[config.mk]
export PLATFORM = sky130hd
export DESIGN_NAME = dual_interface_memory_lock
export DESIGN_NICKNAME = d
export VERILOG_FILES = /design/src/dual_interface_memory_lock.v
export VERILOG_INCLUDE_DIRS = /design/src /design/src/src
export SDC_FILE = /design/constraint.sdc
export NUM_CORES = 1
export LEC_CHECK = 0
export ABC_AREA = 0
export BUFFER_PORTS_ARGS = -buffer_cell sky130_fd_sc_hd__buf_2
export CAP_MARGIN = 20
export CORE_UTILIZATION = 28
export DETAILED_ROUTE_END_ITERATION = 7
export PLACE_DENSITY_LB_ADDON = 0.25
export SLEW_MARGIN = 20
export SYNTH_ARGS = -nofsm -noshare
export SYNTH_HDL_FRONTEND = slang
export SYNTH_SLANG_ARGS = --single-unit
[constraint.sdc]
create_clock -name SYS_CLK -period 3.2 [get_ports SYS_CLK]
set_clock_uncertainty 0.15 [all_clocks]
set_input_delay 0.48 -clock SYS_CLK [delete_from_list [all_inputs] [get_ports SYS_CLK]]
set_output_delay 0.48 -clock SYS_CLK [all_outputs]
set_load 0.01 [all_outputs]
[src/memory_lock_defines.vh]
`ifndef MEMORY_LOCK_DEFINES_VH
`define MEMORY_LOCK_DEFINES_VH
// Contract
// [RL1] Blocks 4 to 63 are HF user data, write-lockable for HF writes; the code group-locks only blocks 16 to 79.
// [RL2] Blocks 64 to 79 hold mapped UHF memory, protected like user data.
// [RL3] Group locks gate HF writes only; UHF writes refused by share write lock.
// [RL4] HF writes configuration word only when secure and failure limit nonzero.
// [RL5] Failure limit zero disables login counter; 1 to 7 sets maximum attempts.
// [RL6] Config byte 0 holds four lock-action pairs; nonzero pairs are frozen.
// [RL7] Config byte 1 shows killed state in bit 7; read-only.
// [RL8] Config byte 3 bit 7 is the far-field power indicator.
// [RL9] Power indicator clears when the chip powers down.
// [RL10] Power indicator sets when the configuration word is read.
// [RL11] Byte 3 permalock flags, bits 6..2 or 6..5, cannot be cleared by HF.
// [RL12] Group lock bits are one-way; a set bit never returns to zero.
// [RL13] Lock bytes 0 and 1: each bit write-protects one four-block group.
// [RL14] Lock byte 2: each bit freezes group-lock bits of one eight-block span.
// [RL15] Password region word takes effect only after the next power-up.
// [RL16] UHF writes of region word blocked only by its share write lock.
// [RL17] Exempt flag 0 protects mapped area by password; 1 exempts it.
// [RL18] Start block 00h to 7Fh marks password protection outside secure state.
// [RL19] Select 0 guards writes only; 1 guards reads and writes.
// [RL20] Password protection never restricts UHF; only share locks do.
// [RL21] All conditions combine before a write; blocked writes change nothing.

// Block map
`define USER_FIRST_BLOCK      7'h04
`define USER_LAST_BLOCK       7'h4F
`define MAPPED_FIRST_BLOCK    7'h40
`define GROUP_FIRST_BLOCK     7'h10
`define CFG_WORD_BLOCK        7'h50
`define LOCK_WORD_BLOCK       7'h51
`define REGION_WORD_BLOCK     7'h52

// Configuration word fields
`define CFG_KILLED_BIT        15
`define CFG_POWER_BIT         31
`define CFG_PERMA_SHORT_MASK  8'h7C
`define CFG_PERMA_LARGE_MASK  8'h60

// Region word fields
`define REGION_EXEMPT_BIT     31
`define REGION_START_HI       30
`define REGION_START_LO       24

// Reset values
`define CFG_RESET             32'h0000_0000
`define LOCK_RESET            32'h0000_0000
`define REGION_RESET          32'hFF00_0000
`endif

[src/dual_interface_memory_lock.v]
`timescale 1ns/1ns
`include "memory_lock_defines.vh"

module dual_interface_memory_lock #(
  parameter LARGE_MEM    = 0,
  parameter SHARE_GROUPS = 19
) (
  input  wire                    SYS_CLK,
  input  wire                    RESET_N,
  input  wire                    REQ,
  input  wire                    REQ_UHF,
  input  wire                    REQ_WRITE,
  input  wire [6:0]              REQ_BLOCK,
  input  wire [31:0]             REQ_WDATA,
  input  wire                    HF_SECURE,
  input  wire [2:0]              LOGIN_FAILURE_LIMIT,
  input  wire                    PROTECT_READ_WRITE_SELECT,
  input  wire                    CONFIG_WORDS_LOCK,
  input  wire                    KILLED,
  input  wire [SHARE_GROUPS-1:0] UHF_SIDE_WRITE_SHARE_LOCK,
  input  wire [SHARE_GROUPS-1:0] UHF_SIDE_READ_SHARE_LOCK,
  input  wire                    CFG0_SHARE_WRITE_LOCK,
  input  wire [31:0]             NV_CFG_WORD,
  input  wire [31:0]             NV_LOCK_WORD,
  input  wire [31:0]             NV_REGION_WORD,
  output reg                     ACK,
  output reg                     ALLOW,
  output reg  [31:0]             RDATA,
  output reg                     MEM_WE,
  output reg  [6:0]              MEM_BLOCK,
  output reg  [31:0]             MEM_WDATA,
  output wire                    LOGIN_COUNTER_EN,
  output wire [2:0]              LOGIN_LIMIT_MAX,
  output wire [31:0]             CFG_WORD,
  output wire [31:0]             LOCK_WORD,
  output wire [31:0]             REGION_WORD
);

  // ----------------------------------------
  // State
  // ----------------------------------------
  localparam [31:0] REGION_RESET_WORD = `REGION_RESET;

  reg  [31:0] cfg_q;
  reg  [31:0] lock_q;
  reg  [31:0] region_q;
  reg  [7:0]  region_active_q;
  reg         power_flag_q;
  reg         load_pending_q;

  reg  [31:0] cfg_d;
  reg  [31:0] lock_d;
  reg         allow_d;
  reg  [31:0] rdata_d;
  reg         mem_we_d;
  reg         cfg_we_d;
  reg         lock_we_d;
  reg         region_we_d;

  // ----------------------------------------
  // Address classification
  // ----------------------------------------
  wire [7:0] perma_mask = (LARGE_MEM != 0) ? `CFG_PERMA_LARGE_MASK : `CFG_PERMA_SHORT_MASK;

  wire       in_user   = (REQ_BLOCK >= `USER_FIRST_BLOCK) && (REQ_BLOCK <= `USER_LAST_BLOCK); // RL1
  wire       in_mapped = (REQ_BLOCK >= `MAPPED_FIRST_BLOCK) && (REQ_BLOCK <= `USER_LAST_BLOCK); // RL2
  wire       in_group  = (REQ_BLOCK >= `GROUP_FIRST_BLOCK) && (REQ_BLOCK <= `USER_LAST_BLOCK);

  wire [4:0] quad      = REQ_BLOCK[6:2];
  wire [4:0] group_idx = quad - 5'h4;
  wire [4:0] share_idx = quad - 5'h1;

  wire       group_locked = in_group && lock_q[group_idx[3:0]]; // RL13
  wire       share_wlock  = in_user && UHF_SIDE_WRITE_SHARE_LOCK[share_idx];
  wire       share_rlock  = in_user && UHF_SIDE_READ_SHARE_LOCK[share_idx];

  // ----------------------------------------
  // Password region, value loaded at power-up
  // ----------------------------------------
  wire       region_exempt = region_active_q[7];
  wire [6:0] region_start  = region_active_q[6:0]; // RL18

  wire       pwd_zone = !HF_SECURE && (REQ_BLOCK >= region_start) // RL18
                        && !(region_exempt && in_mapped); // RL17
  wire       pwd_block_wr = pwd_zone; // RL19
  wire       pwd_block_rd = pwd_zone && PROTECT_READ_WRITE_SELECT; // RL19

  assign LOGIN_COUNTER_EN = |LOGIN_FAILURE_LIMIT; // RL5
  assign LOGIN_LIMIT_MAX  = LOGIN_FAILURE_LIMIT; // RL5

  // ----------------------------------------
  // Configuration word read view
  // ----------------------------------------
  wire [31:0] cfg_view = {power_flag_q, cfg_q[30:24] & perma_mask[6:0], // RL8
                          cfg_q[23:16],
                          KILLED, 7'h00, // RL7
                          cfg_q[7:0]};

  // ----------------------------------------
  // Merge of an HF write into the configuration word
  // ----------------------------------------
  function [31:0] merge_cfg;
    input [31:0] old;
    input [31:0] wr;
    input [7:0]  pmask;
    integer      p;
    reg   [31:0] r;
    begin
      r = old;
      for (p = 0; p < 4; p = p + 1) begin
        if (old[2*p +: 2] == 2'b00) begin
          r[2*p +: 2] = wr[2*p +: 2]; // RL6
        end
      end
      r[15:8]  = 8'h00; // RL7
      r[23:16] = wr[23:16];
      r[31]    = 1'b0;
      r[30:24] = (old[30:24] | wr[30:24]) & pmask[6:0]; // RL11
      merge_cfg = r;
    end
  endfunction

  // ----------------------------------------
  // Merge of an HF write into the group lock word
  // ----------------------------------------
  function [31:0] merge_lock;
    input [31:0] old;
    input [31:0] wr;
    integer      i;
    reg   [31:0] r;
    begin
      r = old;
      for (i = 0; i < 16; i = i + 1) begin
        if (!old[16 + i/2]) begin
          r[i] = old[i] | wr[i]; // RL14
        end
      end
      r[23:16] = old[23:16] | wr[23:16]; // RL12
      r[31:24] = 8'h00;
      merge_lock = r;
    end
  endfunction

  // ----------------------------------------
  // Access decision
  // ----------------------------------------
  always @* begin
    allow_d     = 1'b0;
    rdata_d     = 32'h0000_0000;
    mem_we_d    = 1'b0;
    cfg_we_d    = 1'b0;
    lock_we_d   = 1'b0;
    region_we_d = 1'b0;
    cfg_d       = cfg_q;
    lock_d      = lock_q;
    if (REQ) begin
      if (in_user) begin
        if (REQ_WRITE) begin
          if (REQ_UHF) begin
            allow_d = !share_wlock; // RL3 RL20
          end else begin
            allow_d = !group_locked && !pwd_block_wr; // RL3 RL21
          end
          mem_we_d = allow_d; // RL21
        end else begin
          if (REQ_UHF) begin
            allow_d = !share_rlock; // RL20
          end else begin
            allow_d = !pwd_block_rd; // RL19
          end
        end
      end else begin
        case (REQ_BLOCK)
          `CFG_WORD_BLOCK: begin
            if (REQ_WRITE) begin
              allow_d  = !REQ_UHF && HF_SECURE && (LOGIN_FAILURE_LIMIT != 3'b000); // RL4
              cfg_we_d = allow_d;
              cfg_d    = merge_cfg(cfg_q, REQ_WDATA, perma_mask);
            end else begin
              allow_d = 1'b1;
              rdata_d = {1'b1, cfg_view[30:0]}; // RL10
            end
          end
          `LOCK_WORD_BLOCK: begin
            if (REQ_WRITE) begin
              allow_d   = !REQ_UHF;
              lock_we_d = allow_d;
              lock_d    = merge_lock(lock_q, REQ_WDATA);
            end else begin
              allow_d = 1'b1;
              rdata_d = lock_q;
            end
          end
          `REGION_WORD_BLOCK: begin
            if (REQ_WRITE) begin
              if (REQ_UHF) begin
                allow_d = !CFG0_SHARE_WRITE_LOCK; // RL16
              end else begin
                allow_d = !CONFIG_WORDS_LOCK;
              end
              region_we_d = allow_d;
            end else begin
              allow_d = 1'b1;
              rdata_d = region_q;
            end
          end
          default: begin
            allow_d = 1'b0;
          end
        endcase
      end
    end
  end

  // ----------------------------------------
  // Answer and memory write strobe
  // ----------------------------------------
  always @(posedge SYS_CLK or negedge RESET_N) begin
    if (!RESET_N) begin
      ACK       <= 1'b0;
      ALLOW     <= 1'b0;
      RDATA     <= 32'h0000_0000;
      MEM_WE    <= 1'b0;
      MEM_BLOCK <= 7'h00;
      MEM_WDATA <= 32'h0000_0000;
    end else begin
      ACK    <= REQ;
      ALLOW  <= allow_d;
      RDATA  <= allow_d ? rdata_d : 32'h0000_0000;
      MEM_WE <= mem_we_d; // RL21
      if (mem_we_d) begin
        MEM_BLOCK <= REQ_BLOCK;
        MEM_WDATA <= REQ_WDATA;
      end
    end
  end

  // ----------------------------------------
  // Stored words, loaded from non-volatile copy after power-up
  // ----------------------------------------
  always @(posedge SYS_CLK or negedge RESET_N) begin
    if (!RESET_N) begin
      load_pending_q  <= 1'b1;
      cfg_q           <= `CFG_RESET;
      lock_q          <= `LOCK_RESET;
      region_q        <= `REGION_RESET;
      region_active_q <= REGION_RESET_WORD[31:24];
    end else if (load_pending_q) begin
      load_pending_q  <= 1'b0;
      cfg_q           <= {1'b0, NV_CFG_WORD[30:24] & perma_mask[6:0], NV_CFG_WORD[23:16], 8'h00, NV_CFG_WORD[7:0]};
      lock_q          <= {8'h00, NV_LOCK_WORD[23:0]};
      region_q        <= NV_REGION_WORD;
      region_active_q <= NV_REGION_WORD[`REGION_EXEMPT_BIT:`REGION_START_LO]; // RL15
    end else begin
      if (cfg_we_d) begin
        cfg_q <= cfg_d;
      end
      if (lock_we_d) begin
        lock_q <= lock_d; // RL12
      end
      if (region_we_d) begin
        region_q <= REQ_WDATA; // RL15
      end
    end
  end

  // ----------------------------------------
  // Far-field power indicator
  // ----------------------------------------
  always @(posedge SYS_CLK or negedge RESET_N) begin
    if (!RESET_N) begin
      power_flag_q <= 1'b0; // RL9
    end else if (REQ && !REQ_WRITE && (REQ_BLOCK == `CFG_WORD_BLOCK)) begin
      power_flag_q <= 1'b1; // RL10
    end
  end

  assign CFG_WORD    = cfg_view;
  assign LOCK_WORD   = lock_q;
  assign REGION_WORD = region_q;

endmodule

==> summary.txt, run 1 <==
Routing
  • Final wirelength: about 29,000 µm
  • Routed wirelength normalized by instance count: approximately 19 µm
  • Post-route antenna net violation count: 0
  • DR vias/cell: around 4.7
  • Total vias in the final route: approximately 7k
  • Number of optimization iterations in the first detailed-route pass: 5
  • Residual DRC: 0
  • DRT iter0 DRCs: about 300

Layout
  • Nets: between 1k and 1.5k
  • Fillers: between 2k and 3k
  • Final non-filler cell area: 0.0111 mm²
  • Number of inserted diodes: 0
  • Area added between synthesis and finish: 33.7%
  • Share of post-route cells with drive strength above 1: 0.421
  • Most common library cell in the layout ignoring fill and taps: sky130_fd_sc_hd__buf_2
  • Most used cells in the layout excluding fill and tap cells: sky130_fd_sc_hd__buf_2 (322), sky130_fd_sc_hd__dfrtp_1 (144), sky130_fd_sc_hd__nor2_1 (82)

Worst setup path
  • Worst R2R Start: LOCK_WORD[5]$_DFFE_PN0P_
  • Max Fanout on Critical Path: 13
  • Crit path required time: ~3400 ps
  • Endpoint arrival time on the critical path: 3170 ps
  • Nature of the critical path startpoint: flop
  • Path depth of the worst reg2reg path: 7
  • Critical Path Sink Type: flop
  • Capture point of the worst reg-to-reg path: MEM_WDATA[11]$_DFFE_PN0P_
  • R2R Setup Slk: approximately 190 ps
  • Critical setup path kind: reg2reg

Synth
  • Async SR Flop Fraction: 1.00
  • Count of unique library cells instantiated by Yosys: between 60 and 70
  • Mean Syn Cell Area: 10.8 µm²
  • Post-synthesis register bit count: roughly 160
  • Sequential-to-total area share from yosys stat: 0.487
  • Cell accounting for the most synthesized area: sky130_fd_sc_hd__dfrtp_1
  • Mapped cell area: 0.00832 mm²
  • EDFF count, synth: 0
  • Share of the synthesized area in the top cell type: 0.433
  • Most area-consuming cells after synthesis: sky130_fd_sc_hd__dfrtp_1 (43%), sky130_fd_sc_hd__mux2i_1 (7.5%), sky130_fd_sc_hd__mux2_4 (7.0%)
  • Most frequently used flop master after synthesis: sky130_fd_sc_hd__dfrtp_1
  • Post-synthesis cell count: a little under 800
  • Yosys Warn Count: 0

Floorplanning
  • Starting Density: 0.288
  • Die area: approximately 0.03 mm²
  • Floorplan die width: 174 µm
  • Core Footprint: about 0.029 mm²
  • Die Height: 174 µm
  • Core Rows: 62
  • I/O pin count: 360

CTS
  • Max Buffers Root-to-Sink: 2
  • Setup fix buffers added after clock tree synthesis: 0
  • CTS tree: done
  • Clock net sink count: roughly 160
  • H-tree lvl count: 4
  • Hold-fix buffer count after cts: 1
  • Clk pin slew, worst setup/hold paths: around 70 ps
  • Total clock buffers created by CTS: 17
  • Post-cts gate resize count: 0
  • Latest clock arrival within the worst-skew pair: about 430 ps
  • CTS root buf: sky130_fd_sc_hd__clkbuf_16

Power
  • Max IR drop VDD: roughly 0.00028 V
  • Pwr/cell area: 539 mW/mm²
  • Cell leakage power: around 0.0058 µW
  • Design Power: between 5000 and 6000 µW

Global routing
  • Overall fraction of global-route tracks in use: 0.189
  • Largest net degree at the start of global routing: around 80
  • Antenna violations before repair: 0
  • Overflow left after global routing: 0
  • Vias in the first global route: about 7.2k
  • Global-route wire length before repair: 43,400 µm

STA
  • Period utilisation layout: 0.941
  • Final Hold Slack: ~79 ps
  • Headroom to the max-slew limit: 0.483
  • Count of final max-slew check failures: 0
  • Max frequency: ~0.33 GHz
  • Final setup fails: 0
  • Fin crit period: 3010 ps
  • Slew of the pin with the lowest slew margin: between 700 and 800 ps
  • Worst setup margin: 189 ps
  • Final hold violation count: 0
  • RSZ-0062 raised after global routing: false

Flow run
  • Number of maximum-capacitance constraint violations: 0

Place
  • Number of port buffers: 323
  • Pre-CTS WS: -165 ps
  • RD Place Congestion: about 0.80
  • Final HPWL from detailed placement: ~21,000 µm
  • Area of placed instances: approximately 0.011 mm²

Status
  • Run status: complete, no violations

Hold path
  • Worst hold path class: in2reg
  • Endpoint, Worst Hold: ACK$_DFF_PN0_
  • Depth of the worst hold-timing path: 1
  • Startpoint of the most critical hold path: REQ
sequential cells by signal, indices dropped and copies added (netlist names):
register	cells
MEM_WE	1
ALLOW	1
ACK	1
MEM_WDATA	32
load_pending_q	1
REGION_WORD	32
power_flag_q	1
region_active_q	8
RDATA	32
LOCK_WORD	24
MEM_BLOCK	7
cfg_q	21
power by group:
part,total (µW),internal [µW],switching (µW)
registers,2530,2320,212
logic,1370,699,670
clock network,2100,1220,880
stage by stage:
| stage | TNS, ps | instances | util |
|---|---|---|---|
| floorplan | 0 | 789 | - |
| global placement | -4420 | 1468 | 0.363 |
| detailed placement | -5540 | 1468 | 0.363 |
| CTS | 0 | 1501 | 0.385 |
| global route | 0 | 1501 | 0.385 |
| finish | 0 | 1501 | 0.385 |
logic make-up after synthesis:
| group | Yosys count | share of synthesized area |
|---|---|---|
| xor gates and xnor gates | 3 | 0.00316 |
| DFF | 161 | 0.487 |
| adders and majority gates | 13 | 0.0195 |
| buffers and inverters | 127 | 0.0737 |
| AOI/OAI and AO/OA | 175 | 0.134 |
| and+or+nand+nor | 177 | 0.0985 |
| muxes | 115 | 0.184 |
| other | 1 | 0.000451 |
per-layer routing:
| metal | routed length [µm] | global-route usage | vias to the layer above |
|---|---|---|---|
| li1 | - | - | 3345 |
| met1 | 12500 | 0.240 | 3492 |
| met2 | 13900 | 0.318 | 257 |
| met3 | 1780 | 0.0466 | 22 |
| met4 | 412 | 0.0482 | 0 |
| met5 | 0 | 0 | - |
worst max-delay path by stage:
stage	startpoint	end	slack [ps]	cells past startpoint
finish	LOCK_WORD[5]$_DFFE_PN0P_	MEM_WDATA[11]$_DFFE_PN0P_	190	7
global route	LOCK_WORD[5]$_DFFE_PN0P_	MEM_WDATA[11]$_DFFE_PN0P_	50	7
CTS	LOCK_WORD[5]$_DFFE_PN0P_	MEM_WDATA[11]$_DFFE_PN0P_	200	7
detailed placement	REQ_BLOCK[2]	MEM_WDATA[20]$_DFFE_PN0P_	-160	9
global placement	REQ_BLOCK[2]	MEM_WDATA[17]$_DFFE_PN0P_	-130	9
floorplan	REQ_BLOCK[2]	MEM_WDATA[0]$_DFFE_PN0P_	8	12
critical path: stages, from the launching register on:
cell	delay, ps
sky130_fd_sc_hd__dfrtp_1	490
sky130_fd_sc_hd__mux4_1	530
sky130_fd_sc_hd__mux2_2	280
sky130_fd_sc_hd__a22oi_1	180
sky130_fd_sc_hd__nor3_1	130
sky130_fd_sc_hd__nor4_4	430
sky130_fd_sc_hd__buf_4	360
sky130_fd_sc_hd__mux2_4	330
synthesized netlist by cell type (3+ instances only):
cell,number
sky130_fd_sc_hd__dfrtp_1,144
sky130_fd_sc_hd__nor2_1,82
sky130_fd_sc_hd__mux2i_1,62
sky130_fd_sc_hd__nand2_1,57
sky130_fd_sc_hd__inv_1,54
sky130_fd_sc_hd__o21ai_1,53
sky130_fd_sc_hd__mux2_4,39
sky130_fd_sc_hd__clkbuf_1,31
sky130_fd_sc_hd__a31oi_1,27
sky130_fd_sc_hd__a21oi_1,26
sky130_fd_sc_hd__a2bb2oi_1,25
sky130_fd_sc_hd__buf_4,23
sky130_fd_sc_hd__dfstp_2,17
sky130_fd_sc_hd__a22oi_1,13
sky130_fd_sc_hd__ha_1,13
sky130_fd_sc_hd__mux4_1,11
sky130_fd_sc_hd__o21ai_0,9
sky130_fd_sc_hd__buf_2,7
sky130_fd_sc_hd__nor3_1,7
sky130_fd_sc_hd__buf_1,5
sky130_fd_sc_hd__buf_6,5
sky130_fd_sc_hd__nand3_1,5
sky130_fd_sc_hd__mux2_2,3
sky130_fd_sc_hd__nand2b_1,3
sky130_fd_sc_hd__nor4_4,3
sky130_fd_sc_hd__or3_1,3
area by class of cell:
type | instances | area, µm² | area share
tap | 384 | 480 | 0.0432
sequential | 161 | 4050 | 0.364
timing repair buffer | 368 | 2040 | 0.183
multi-input combinational | 501 | 3750 | 0.337
inverter | 55 | 206 | 0.0186
clock inverter | 11 | 130 | 0.0117
clock buffer | 21 | 470 | 0.0423
Power figures use the tool's default switching activity.
==> run 2, diff against run 1 <==
- SETUP_SLACK_MARGIN: not set -> 0.5
==> summary.txt, run 2 (same netlist as run 1, synthesis figures left out) <==
CTS
  • Total clock buffers created by CTS: 17 (unchanged)
  • Clock net sink count: 161 (unchanged)
  • Clk pin slew, worst setup/hold paths: 70 ps (about the same)
  • Max Buffers Root-to-Sink: 2 (unchanged)
  • CTS tree: done
  • Latest clock arrival within the worst-skew pair: 430 ps (about the same)
  • CTS root buf: sky130_fd_sc_hd__clkbuf_16
  • H-tree lvl count: 4 (unchanged)

Place
  • Placed Cells incl. Taps: 1,470 (+0.14%)
  • Final HPWL from detailed placement: 21,700 µm (+2.2%)
  • RD Place Congestion: 0.792 (-0.62%)
  • Number of port buffers: 323 (unchanged)
  • Pre-CTS WS: -126 ps (+38.5 ps)

Routing
  • DRT iter0 DRCs: 349 (+15%)
  • Total vias in the final route: 7,208 (+1.3%)
  • Number of optimization iterations in the first detailed-route pass: 5 (unchanged)
  • Residual DRC: 0 (unchanged)
  • Post-route antenna net violation count: 0 (unchanged)
  • DR vias/cell: 4.75 (about the same)
  • Routed wirelength normalized by instance count: 20.0 µm (+5.1%)
  • Final wirelength: 30,400 µm (+6.4%)

Global routing
  • Most utilized layer in the global route result: met2
  • Met1 routing resource usage after global routing: 0.259 (+0.0190)
  • Overflow left after global routing: 0 (unchanged)
  • Largest net degree at the start of global routing: 78 (unchanged)
  • Met2 global-route usage: 0.325 (+0.00664)
  • Met3 usage in global routing: 0.0422 (-0.00437)
  • Overall fraction of global-route tracks in use: 0.195 (+0.00653)
  • Antenna violations before repair: 1 (+1)
  • Global-route wire length before repair: 44,600 µm (+2.9%)
  • Vias in the first global route: 7,180 (+0.21%)

Power
  • Share of power burned in the clock network: 0.348 (-0.002)
  • Switching power of the nets: 1880 µW (+6.5%)
  • Internal power: 4260 µW (+0.58%)
  • Max IR drop VDD: 0.000291 V (+2.3%)
  • Cell leakage power: 0.00593 µW (+2.8%)
  • Pwr/cell area: 532 mW/mm² (-1.2%)
  • Combinational share of power: 0.239 (+0.011)
  • Switching Share: 0.306 (+0.0119)
  • Design Power: 6130 µW (+2.3%)
  • Sequential power share: 0.413 (-0.009)

STA
  • Final setup fails: 0 (unchanged)
  • Worst setup margin: 368 ps (+179 ps)
  • Period utilisation layout: 0.885 (-0.0559)
  • Max frequency: 0.353 GHz (+6.3%)
  • Fin crit period: 2830 ps (-179 ps)
  • Count of final max-slew check failures: 0 (unchanged)
  • Slew of the pin with the lowest slew margin: 977 ps (+201 ps)
  • RSZ-0062 raised after global routing: true
  • Headroom to the max-slew limit: 0.344 (-0.139)
  • Final hold violation count: 0 (unchanged)

Worst setup path
  • R2R Setup Slk: 430 ps (+240 ps)
  • Max Fanout on Critical Path: 6 (-7)
  • Endpoint arrival time on the critical path: 3000 ps (-170 ps)
  • Top Family by Delay on Critical Path: simple AND/OR/NAND/NOR gates
  • Worst path max stage delay: 550 ps (+20 ps)
  • Sum of buffers and inverters on the critical path: 5 (+4)
  • Max stage delay cell, worst path: sky130_fd_sc_hd__or4b_1
  • Cell Chain, Critical Path: buf_2 > inv_1 > ha_1 > nand2b_4 > and3b_1 > or4b_1 > a311oi_2 > nor4_4 > buf_6 > buf_12 > buf_16 > mux2_4
  • Crit path required time: 3360 ps (about the same)
  • Critical setup path kind: in2reg
  • Critical Path Sink Type: flop
  • Nature of the critical path startpoint: input port

Floorplanning
  • Starting Density: 0.288 (unchanged)
  • Die Height: 174 µm (unchanged)
  • I/O pin count: 360 (unchanged)
  • Die area: 0.0304 mm² (unchanged)
  • Core Rows: 62 (unchanged)
  • Core Footprint: 0.0289 mm² (unchanged)
  • Floorplan die width: 174 µm (unchanged)

Layout
  • Final Instance Count excl. Fillers: 1,519 (+1.2%)
  • Share of post-route cells with drive strength above 1: 0.444 (+0.0237)
  • Fillers: 2,907 (-0.89%)
  • Most used cells in the layout excluding fill and tap cells: sky130_fd_sc_hd__buf_2 (320), sky130_fd_sc_hd__dfrtp_1 (143), sky130_fd_sc_hd__nor2_1 (82)
  • Nets: 1,320 (+1.3%)
  • Most common library cell in the layout ignoring fill and taps: sky130_fd_sc_hd__buf_2
  • Area added between synthesis and finish: 38.5%
  • Sequential standard cell area: 0.00406 mm² (about the same)
  • Combined area of the multi-input logic cells: 0.00383 mm² (+2.1%)

Hold path
  • Worst hold path class: in2reg

Status
  • Run status: complete, no violations

Flow run
  • Number of maximum-capacitance constraint violations: 0 (unchanged)
==> run 2: cell types whose count changed in the layout (fill, tap and decap cells not counted), sizes merged <==
| cell | delta |
|---|---|
| diode | +1 |
| clkinv | +2 |
| clkinvlp | -5 |
| inv | +6 |
| buf | +14 |
==> run 2: path summary, 6_finish.rpt <==
path,startpoint,end,depth (start not counted)
worst min-delay path,REQ,ACK$_DFF_PN0_,1
min in group asynchronous,RESET_N,RDATA[25]$_DFF_PN0_,2
max in group asynchronous,RESET_N,region_active_q[5]$_DFFE_PN1P_,3
worst min register to register,region_active_q[7]$_DFFE_PN1P_,region_active_q[7]$_DFFE_PN1P_,2
worst max register to register,LOCK_WORD[0]$_DFFE_PN0P_,MEM_WDATA[17]$_DFFE_PN0P_,9
worst max-delay path,REQ_BLOCK[4],MEM_WDATA[17]$_DFFE_PN0P_,12
==> run 2: what timing repair did <==
action	in CTS	in global routing
cloned	2	3
hold buffers	1	0
gates resized for setup	19	8
hold endpoints to repair	58	0
pin swaps	2	5
endpoints found under the setup margin	39	46
buffers inserted	4	6
==> run 2: area by class of cell <==
type / count / area share
tap: 384 / 0.0417
sequential: 161 / 0.352
clock buffer: 18 / 0.0372
inverter: 55 / 0.0187
multi-input combinational: 501 / 0.332
timing repair buffer: 385 / 0.204
clock inverter: 14 / 0.0147
antenna: 1 / 0.000217
==> run 2: per-stage QoR <==
stage | util | hold WS, ps | instance area [µm²] | TNS [ps]
after detailed placement | 0.366 | 323 | 10600 | -3950
after CTS | 0.393 | 65.3 | 11400 | 0
after global routing | 0.398 | 74.2 | 11500 | 0
after floorplan | - | 34.4 | 8440 | 0
final | 0.398 | 85.5 | 11500 | 0
after global placement | 0.366 | 313 | 10600 | -3160
==> run 2: routing by layer <==
| layer | up-vias | share of wire |
|---|---|---|
| met5 | - | 0.00033 |
| met3 | 30 | 0.065 |
| li1 | 3375 | - |
| met1 | 3520 | 0.45 |
| met4 | 2 | 0.013 |
| met2 | 281 | 0.47 |
==> run 2: power by group through the flow <==
| stage | clock network (µW) | logic [µW] | registers, µW |
|---|---|---|---|
| 2_1_floorplan | 0 | 669 | 2640 |
| 3_3_place_gp | 0 | 1400 | 2570 |
| 3_5_place_dp | 0 | 1420 | 2560 |
| 4_1_cts | 2200 | 1460 | 2540 |
| 5_1_grt | 2270 | 1590 | 2570 |
| 6_report | 2140 | 1470 | 2530 |
==> run 3, diff against run 2 <==
- ABC_AREA: 0 -> 1
==> summary.txt, run 3 <==
Status
  • Run status: complete, no violations

Routing
  • Routed wirelength normalized by instance count: 18.2 µm (-8.9%)
  • DRT iter0 DRCs: 500 (+43%)
  • Number of optimization iterations in the first detailed-route pass: 5 (unchanged)
  • Post-route antenna net violation count: 0 (unchanged)
  • Residual DRC: 0 (unchanged)
  • Total vias in the final route: 8,291 (+15%)
  • Final wirelength: 31,800 µm (+4.7%)
  • DR vias/cell: 4.75 (about the same)

STA
  • Final Hold Slack: 111 ps (+25.8 ps)
  • Count of final max-slew check failures: 0 (unchanged)
  • Worst setup margin: 741 ps (+373 ps)
  • Headroom to the max-slew limit: 0.527 (+0.183)
  • Final hold violation count: 0 (unchanged)
  • Period utilisation layout: 0.769 (-0.117)
  • RSZ-0062 raised after global routing: false
  • Max frequency: 0.407 GHz (+15%)
  • Slew of the pin with the lowest slew margin: 710 ps (-267 ps)
  • Fin crit period: 2460 ps (-373 ps)
  • Post-Route Setup TNS: 0 ps (unchanged)
  • Final setup fails: 0 (unchanged)

Power
  • Design Power: 5910 µW (-3.7%)
  • Switching power of the nets: 2020 µW (+7.5%)
  • Max IR drop VDD: 0.000261 V (-10%)
  • Cell leakage power: 0.00564 µW (-4.8%)
  • Sequential power share: 0.427 (+0.014)
  • Switching Share: 0.341 (+0.0355)
  • Pwr/cell area: 545 mW/mm² (+2.5%)
  • Internal power: 3890 µW (-8.6%)
  • Combinational share of power: 0.222 (-0.017)
  • Share of power burned in the clock network: 0.351 (+0.003)

Floorplanning
  • Core Footprint: 0.0289 mm² (-0.27%)
  • Floorplan die width: 174 µm (-0.47%)
  • Core Rows: 62 (unchanged)
  • Die Height: 174 µm (-0.47%)
  • Starting Density: 0.286 (-0.00196)
  • I/O pin count: 360 (unchanged)
  • Die area: 0.0301 mm² (-0.94%)

Hold path
  • Worst hold path class: in2reg

Place
  • Final HPWL from detailed placement: 23,900 µm (+10%)
  • RD Place Congestion: 0.885 (+12%)
  • Pre-CTS WS: 342 ps (+468 ps)
  • Number of port buffers: 323 (unchanged)
  • Placed Cells incl. Taps: 1,712 (+16%)

Worst setup path
  • Crit path required time: 3420 ps (+60 ps)
  • Critical Path Sink Type: flop
  • Nature of the critical path startpoint: flop
  • Critical setup path kind: reg2reg
  • R2R Setup Slk: 740 ps (+310 ps)
  • Max Fanout on Critical Path: 56 (+50)
  • Endpoint arrival time on the critical path: 2680 ps (-320 ps)

Global routing
  • Global-route wire length before repair: 48,700 µm (+9.0%)
  • Antenna violations before repair: 2 (+1)
  • Largest net degree at the start of global routing: 73 (-6.4%)
  • Vias in the first global route: 8,303 (+16%)
  • Overflow left after global routing: 0 (unchanged)
  • Overall fraction of global-route tracks in use: 0.212 (+0.0172)

CTS
  • Clock net sink count: 161 (unchanged)
  • CTS tree: done
  • CTS root buf: sky130_fd_sc_hd__clkbuf_16
  • Max Buffers Root-to-Sink: 2 (unchanged)
  • H-tree lvl count: 4 (unchanged)
  • Clk pin slew, worst setup/hold paths: 80 ps (about the same)
  • Total clock buffers created by CTS: 17 (unchanged)
  • Latest clock arrival within the worst-skew pair: 430 ps (about the same)

Synth
  • Combinational family with the most area after synthesis: simple AND/OR/NAND/NOR gates
  • EDFF count, synth: 0 (unchanged)
  • Yosys Warn Count: 0 (unchanged)
  • Synth top cells by count: sky130_fd_sc_hd__nand2_1 (260), sky130_fd_sc_hd__dfrtp_1 (144), sky130_fd_sc_hd__nor2_1 (109)
  • Mean Syn Cell Area: 7.93 µm² (-26%)
  • Most frequently used flop master after synthesis: sky130_fd_sc_hd__dfrtp_1
  • Xor-xnor portion of the synthesized cell area: 0 (-0.00316)
  • Post-synthesis register bit count: 161 (unchanged)
  • Cell accounting for the most synthesized area: sky130_fd_sc_hd__dfrtp_1
  • Share of the synthesized area in the top cell type: 0.437 (+0.00414)
  • Sequential-to-total area share from yosys stat: 0.491 (+0.00465)
  • Count of unique library cells instantiated by Yosys: 40 (-37%)
  • Simple-gate area share of the yosys netlist: 0.230 (+0.131)
  • Most common cell in the netlist: sky130_fd_sc_hd__nand2_1
  • Post-synthesis cell count: 1,039 (+35%)
  • Most area-consuming cells after synthesis: sky130_fd_sc_hd__dfrtp_1 (44%), sky130_fd_sc_hd__nand2_1 (12%), sky130_fd_sc_hd__o21ai_0 (5.6%)
  • Async SR Flop Fraction: 1.00 (unchanged)
  • Proportion of synthesized area in mux cells: 0.00121 (-0.182)
  • Compound-cell area share of the yosys netlist: 0.160 (+0.0254)
  • Mapped cell area: 0.00824 mm² (-0.95%)
  • Adder-cell share of the synthesized area: 0.0197 (+0.000187)

Layout
  • Share of post-route cells with drive strength above 1: 0.305 (-0.140)
  • Nets: 1,547 (+17%)
  • Most common library cell in the layout ignoring fill and taps: sky130_fd_sc_hd__buf_2
  • Final Instance Count excl. Fillers: 1,746 (+15%)
  • Most used cells in the layout excluding fill and tap cells: sky130_fd_sc_hd__buf_2 (322), sky130_fd_sc_hd__nand2_1 (260), sky130_fd_sc_hd__dfrtp_1 (144)
  • Area added between synthesis and finish: 31.4%

Flow run
  • Number of maximum-capacitance constraint violations: 0 (unchanged)
==> run 3: cell count changes after synthesis, moves of 11 or more <==
cell / delta
sky130_fd_sc_hd__nand2_1: +203
sky130_fd_sc_hd__o21ai_0: +83
sky130_fd_sc_hd__mux2i_1: -61
sky130_fd_sc_hd__nand3_1: +52
sky130_fd_sc_hd__mux2_4: -39
sky130_fd_sc_hd__o21ai_1: -37
sky130_fd_sc_hd__inv_1: +31
sky130_fd_sc_hd__nor2_1: +27
sky130_fd_sc_hd__a2bb2oi_1: -25
sky130_fd_sc_hd__a21oi_1: +22
sky130_fd_sc_hd__nor4_1: +15
sky130_fd_sc_hd__a22oi_1: -13
sky130_fd_sc_hd__a221oi_1: +11
sky130_fd_sc_hd__mux4_1: -11
==> run 3: final timing paths <==
path,cells past startpoint,start,endpoint
worst min-delay path,3,REQ_WDATA[21],MEM_WDATA[21]$_DFFE_PN0P_
worst max-delay path,14,region_active_q[6]$_DFFE_PN1P_,MEM_WDATA[25]$_DFFE_PN0P_
worst min register to register,2,region_active_q[7]$_DFFE_PN1P_,region_active_q[7]$_DFFE_PN1P_
min in group asynchronous,2,RESET_N,MEM_WDATA[16]$_DFFE_PN0P_
max in group asynchronous,3,RESET_N,REGION_WORD[24]$_DFFE_PN1P_
worst max register to register,14,region_active_q[6]$_DFFE_PN1P_,MEM_WDATA[25]$_DFFE_PN0P_
==> run 3: cells by family after synthesis <==
| kind of cell | Yosys count |
|---|---|
| buffers and inverters | 172 |
| flip-flops | 161 |
| multiplexers | 1 |
| other | 1 |
| adder cells (fa/ha/maj) | 13 |
| AO/OA/AOI/OAI | 231 |
| AND/OR/NAND/NOR | 460 |
==> run 3: cell type report <==
type | count | area, µm²
Timing Repair Buffer | 349 | 1900
Clock inverter | 14 | 139
Fill cell | 3123 | 18000
Inverter | 96 | 368
Sequential cell | 161 | 4050
Clock buffer | 18 | 439
Tap cell | 384 | 480
Antenna cell | 1 | 2.50
Multi-Input combinational cell | 723 | 3460
==> run 3: stage by stage <==
stage | utilization | area, µm²
2_1_floorplan | - | 8310
3_3_place_gp | 0.355 | 10200
3_5_place_dp | 0.355 | 10200
4_1_cts | 0.375 | 10800
5_1_grt | 0.375 | 10800
6_report | 0.375 | 10800
==> run 3: power by group through the flow <==
stage	sequential (µW)	combinational (µW)	clock (µW)
2_1_floorplan	2650	560	0
3_3_place_gp	2560	1310	0
3_5_place_dp	2560	1320	0
4_1_cts	2530	1330	2130
5_1_grt	2560	1470	2190
6_report	2520	1310	2070
==> run 3: critical path: stages, from the launching register on <==
cell and delay (ps):
sky130_fd_sc_hd__dfstp_2 520, sky130_fd_sc_hd__inv_1 50, sky130_fd_sc_hd__ha_1 290, sky130_fd_sc_hd__nand2_1 90, sky130_fd_sc_hd__inv_1 40, sky130_fd_sc_hd__a21oi_1 160
sky130_fd_sc_hd__nand3_2 130, sky130_fd_sc_hd__a21oi_1 160, sky130_fd_sc_hd__nand2_1 80, sky130_fd_sc_hd__nand2_1 80, sky130_fd_sc_hd__nand3_2 110, sky130_fd_sc_hd__buf_12 200
sky130_fd_sc_hd__inv_8 140, sky130_fd_sc_hd__nand2_1 70, sky130_fd_sc_hd__nand2_1 60
==> run 3: per-layer routing <==
metal / track usage / routed length, µm / vias up
met2: 0.348 / 14900 / 332
met5: 0 / 10 / -
met1: 0.280 / 14200 / 3899
met4: 0.0610 / 536 / 2
met3: 0.0467 / 2100 / 29
li1: - / - / 4029
==> run 3: timing repair <==
action | 4_1_cts | 5_1_grt
endpoints found under the hold margin | 70 | 0
setup endpoints to repair | 0 | 14
setup buffers | 0 | 0
hold buffers | 1 | 0
resized for setup | 0 | 3
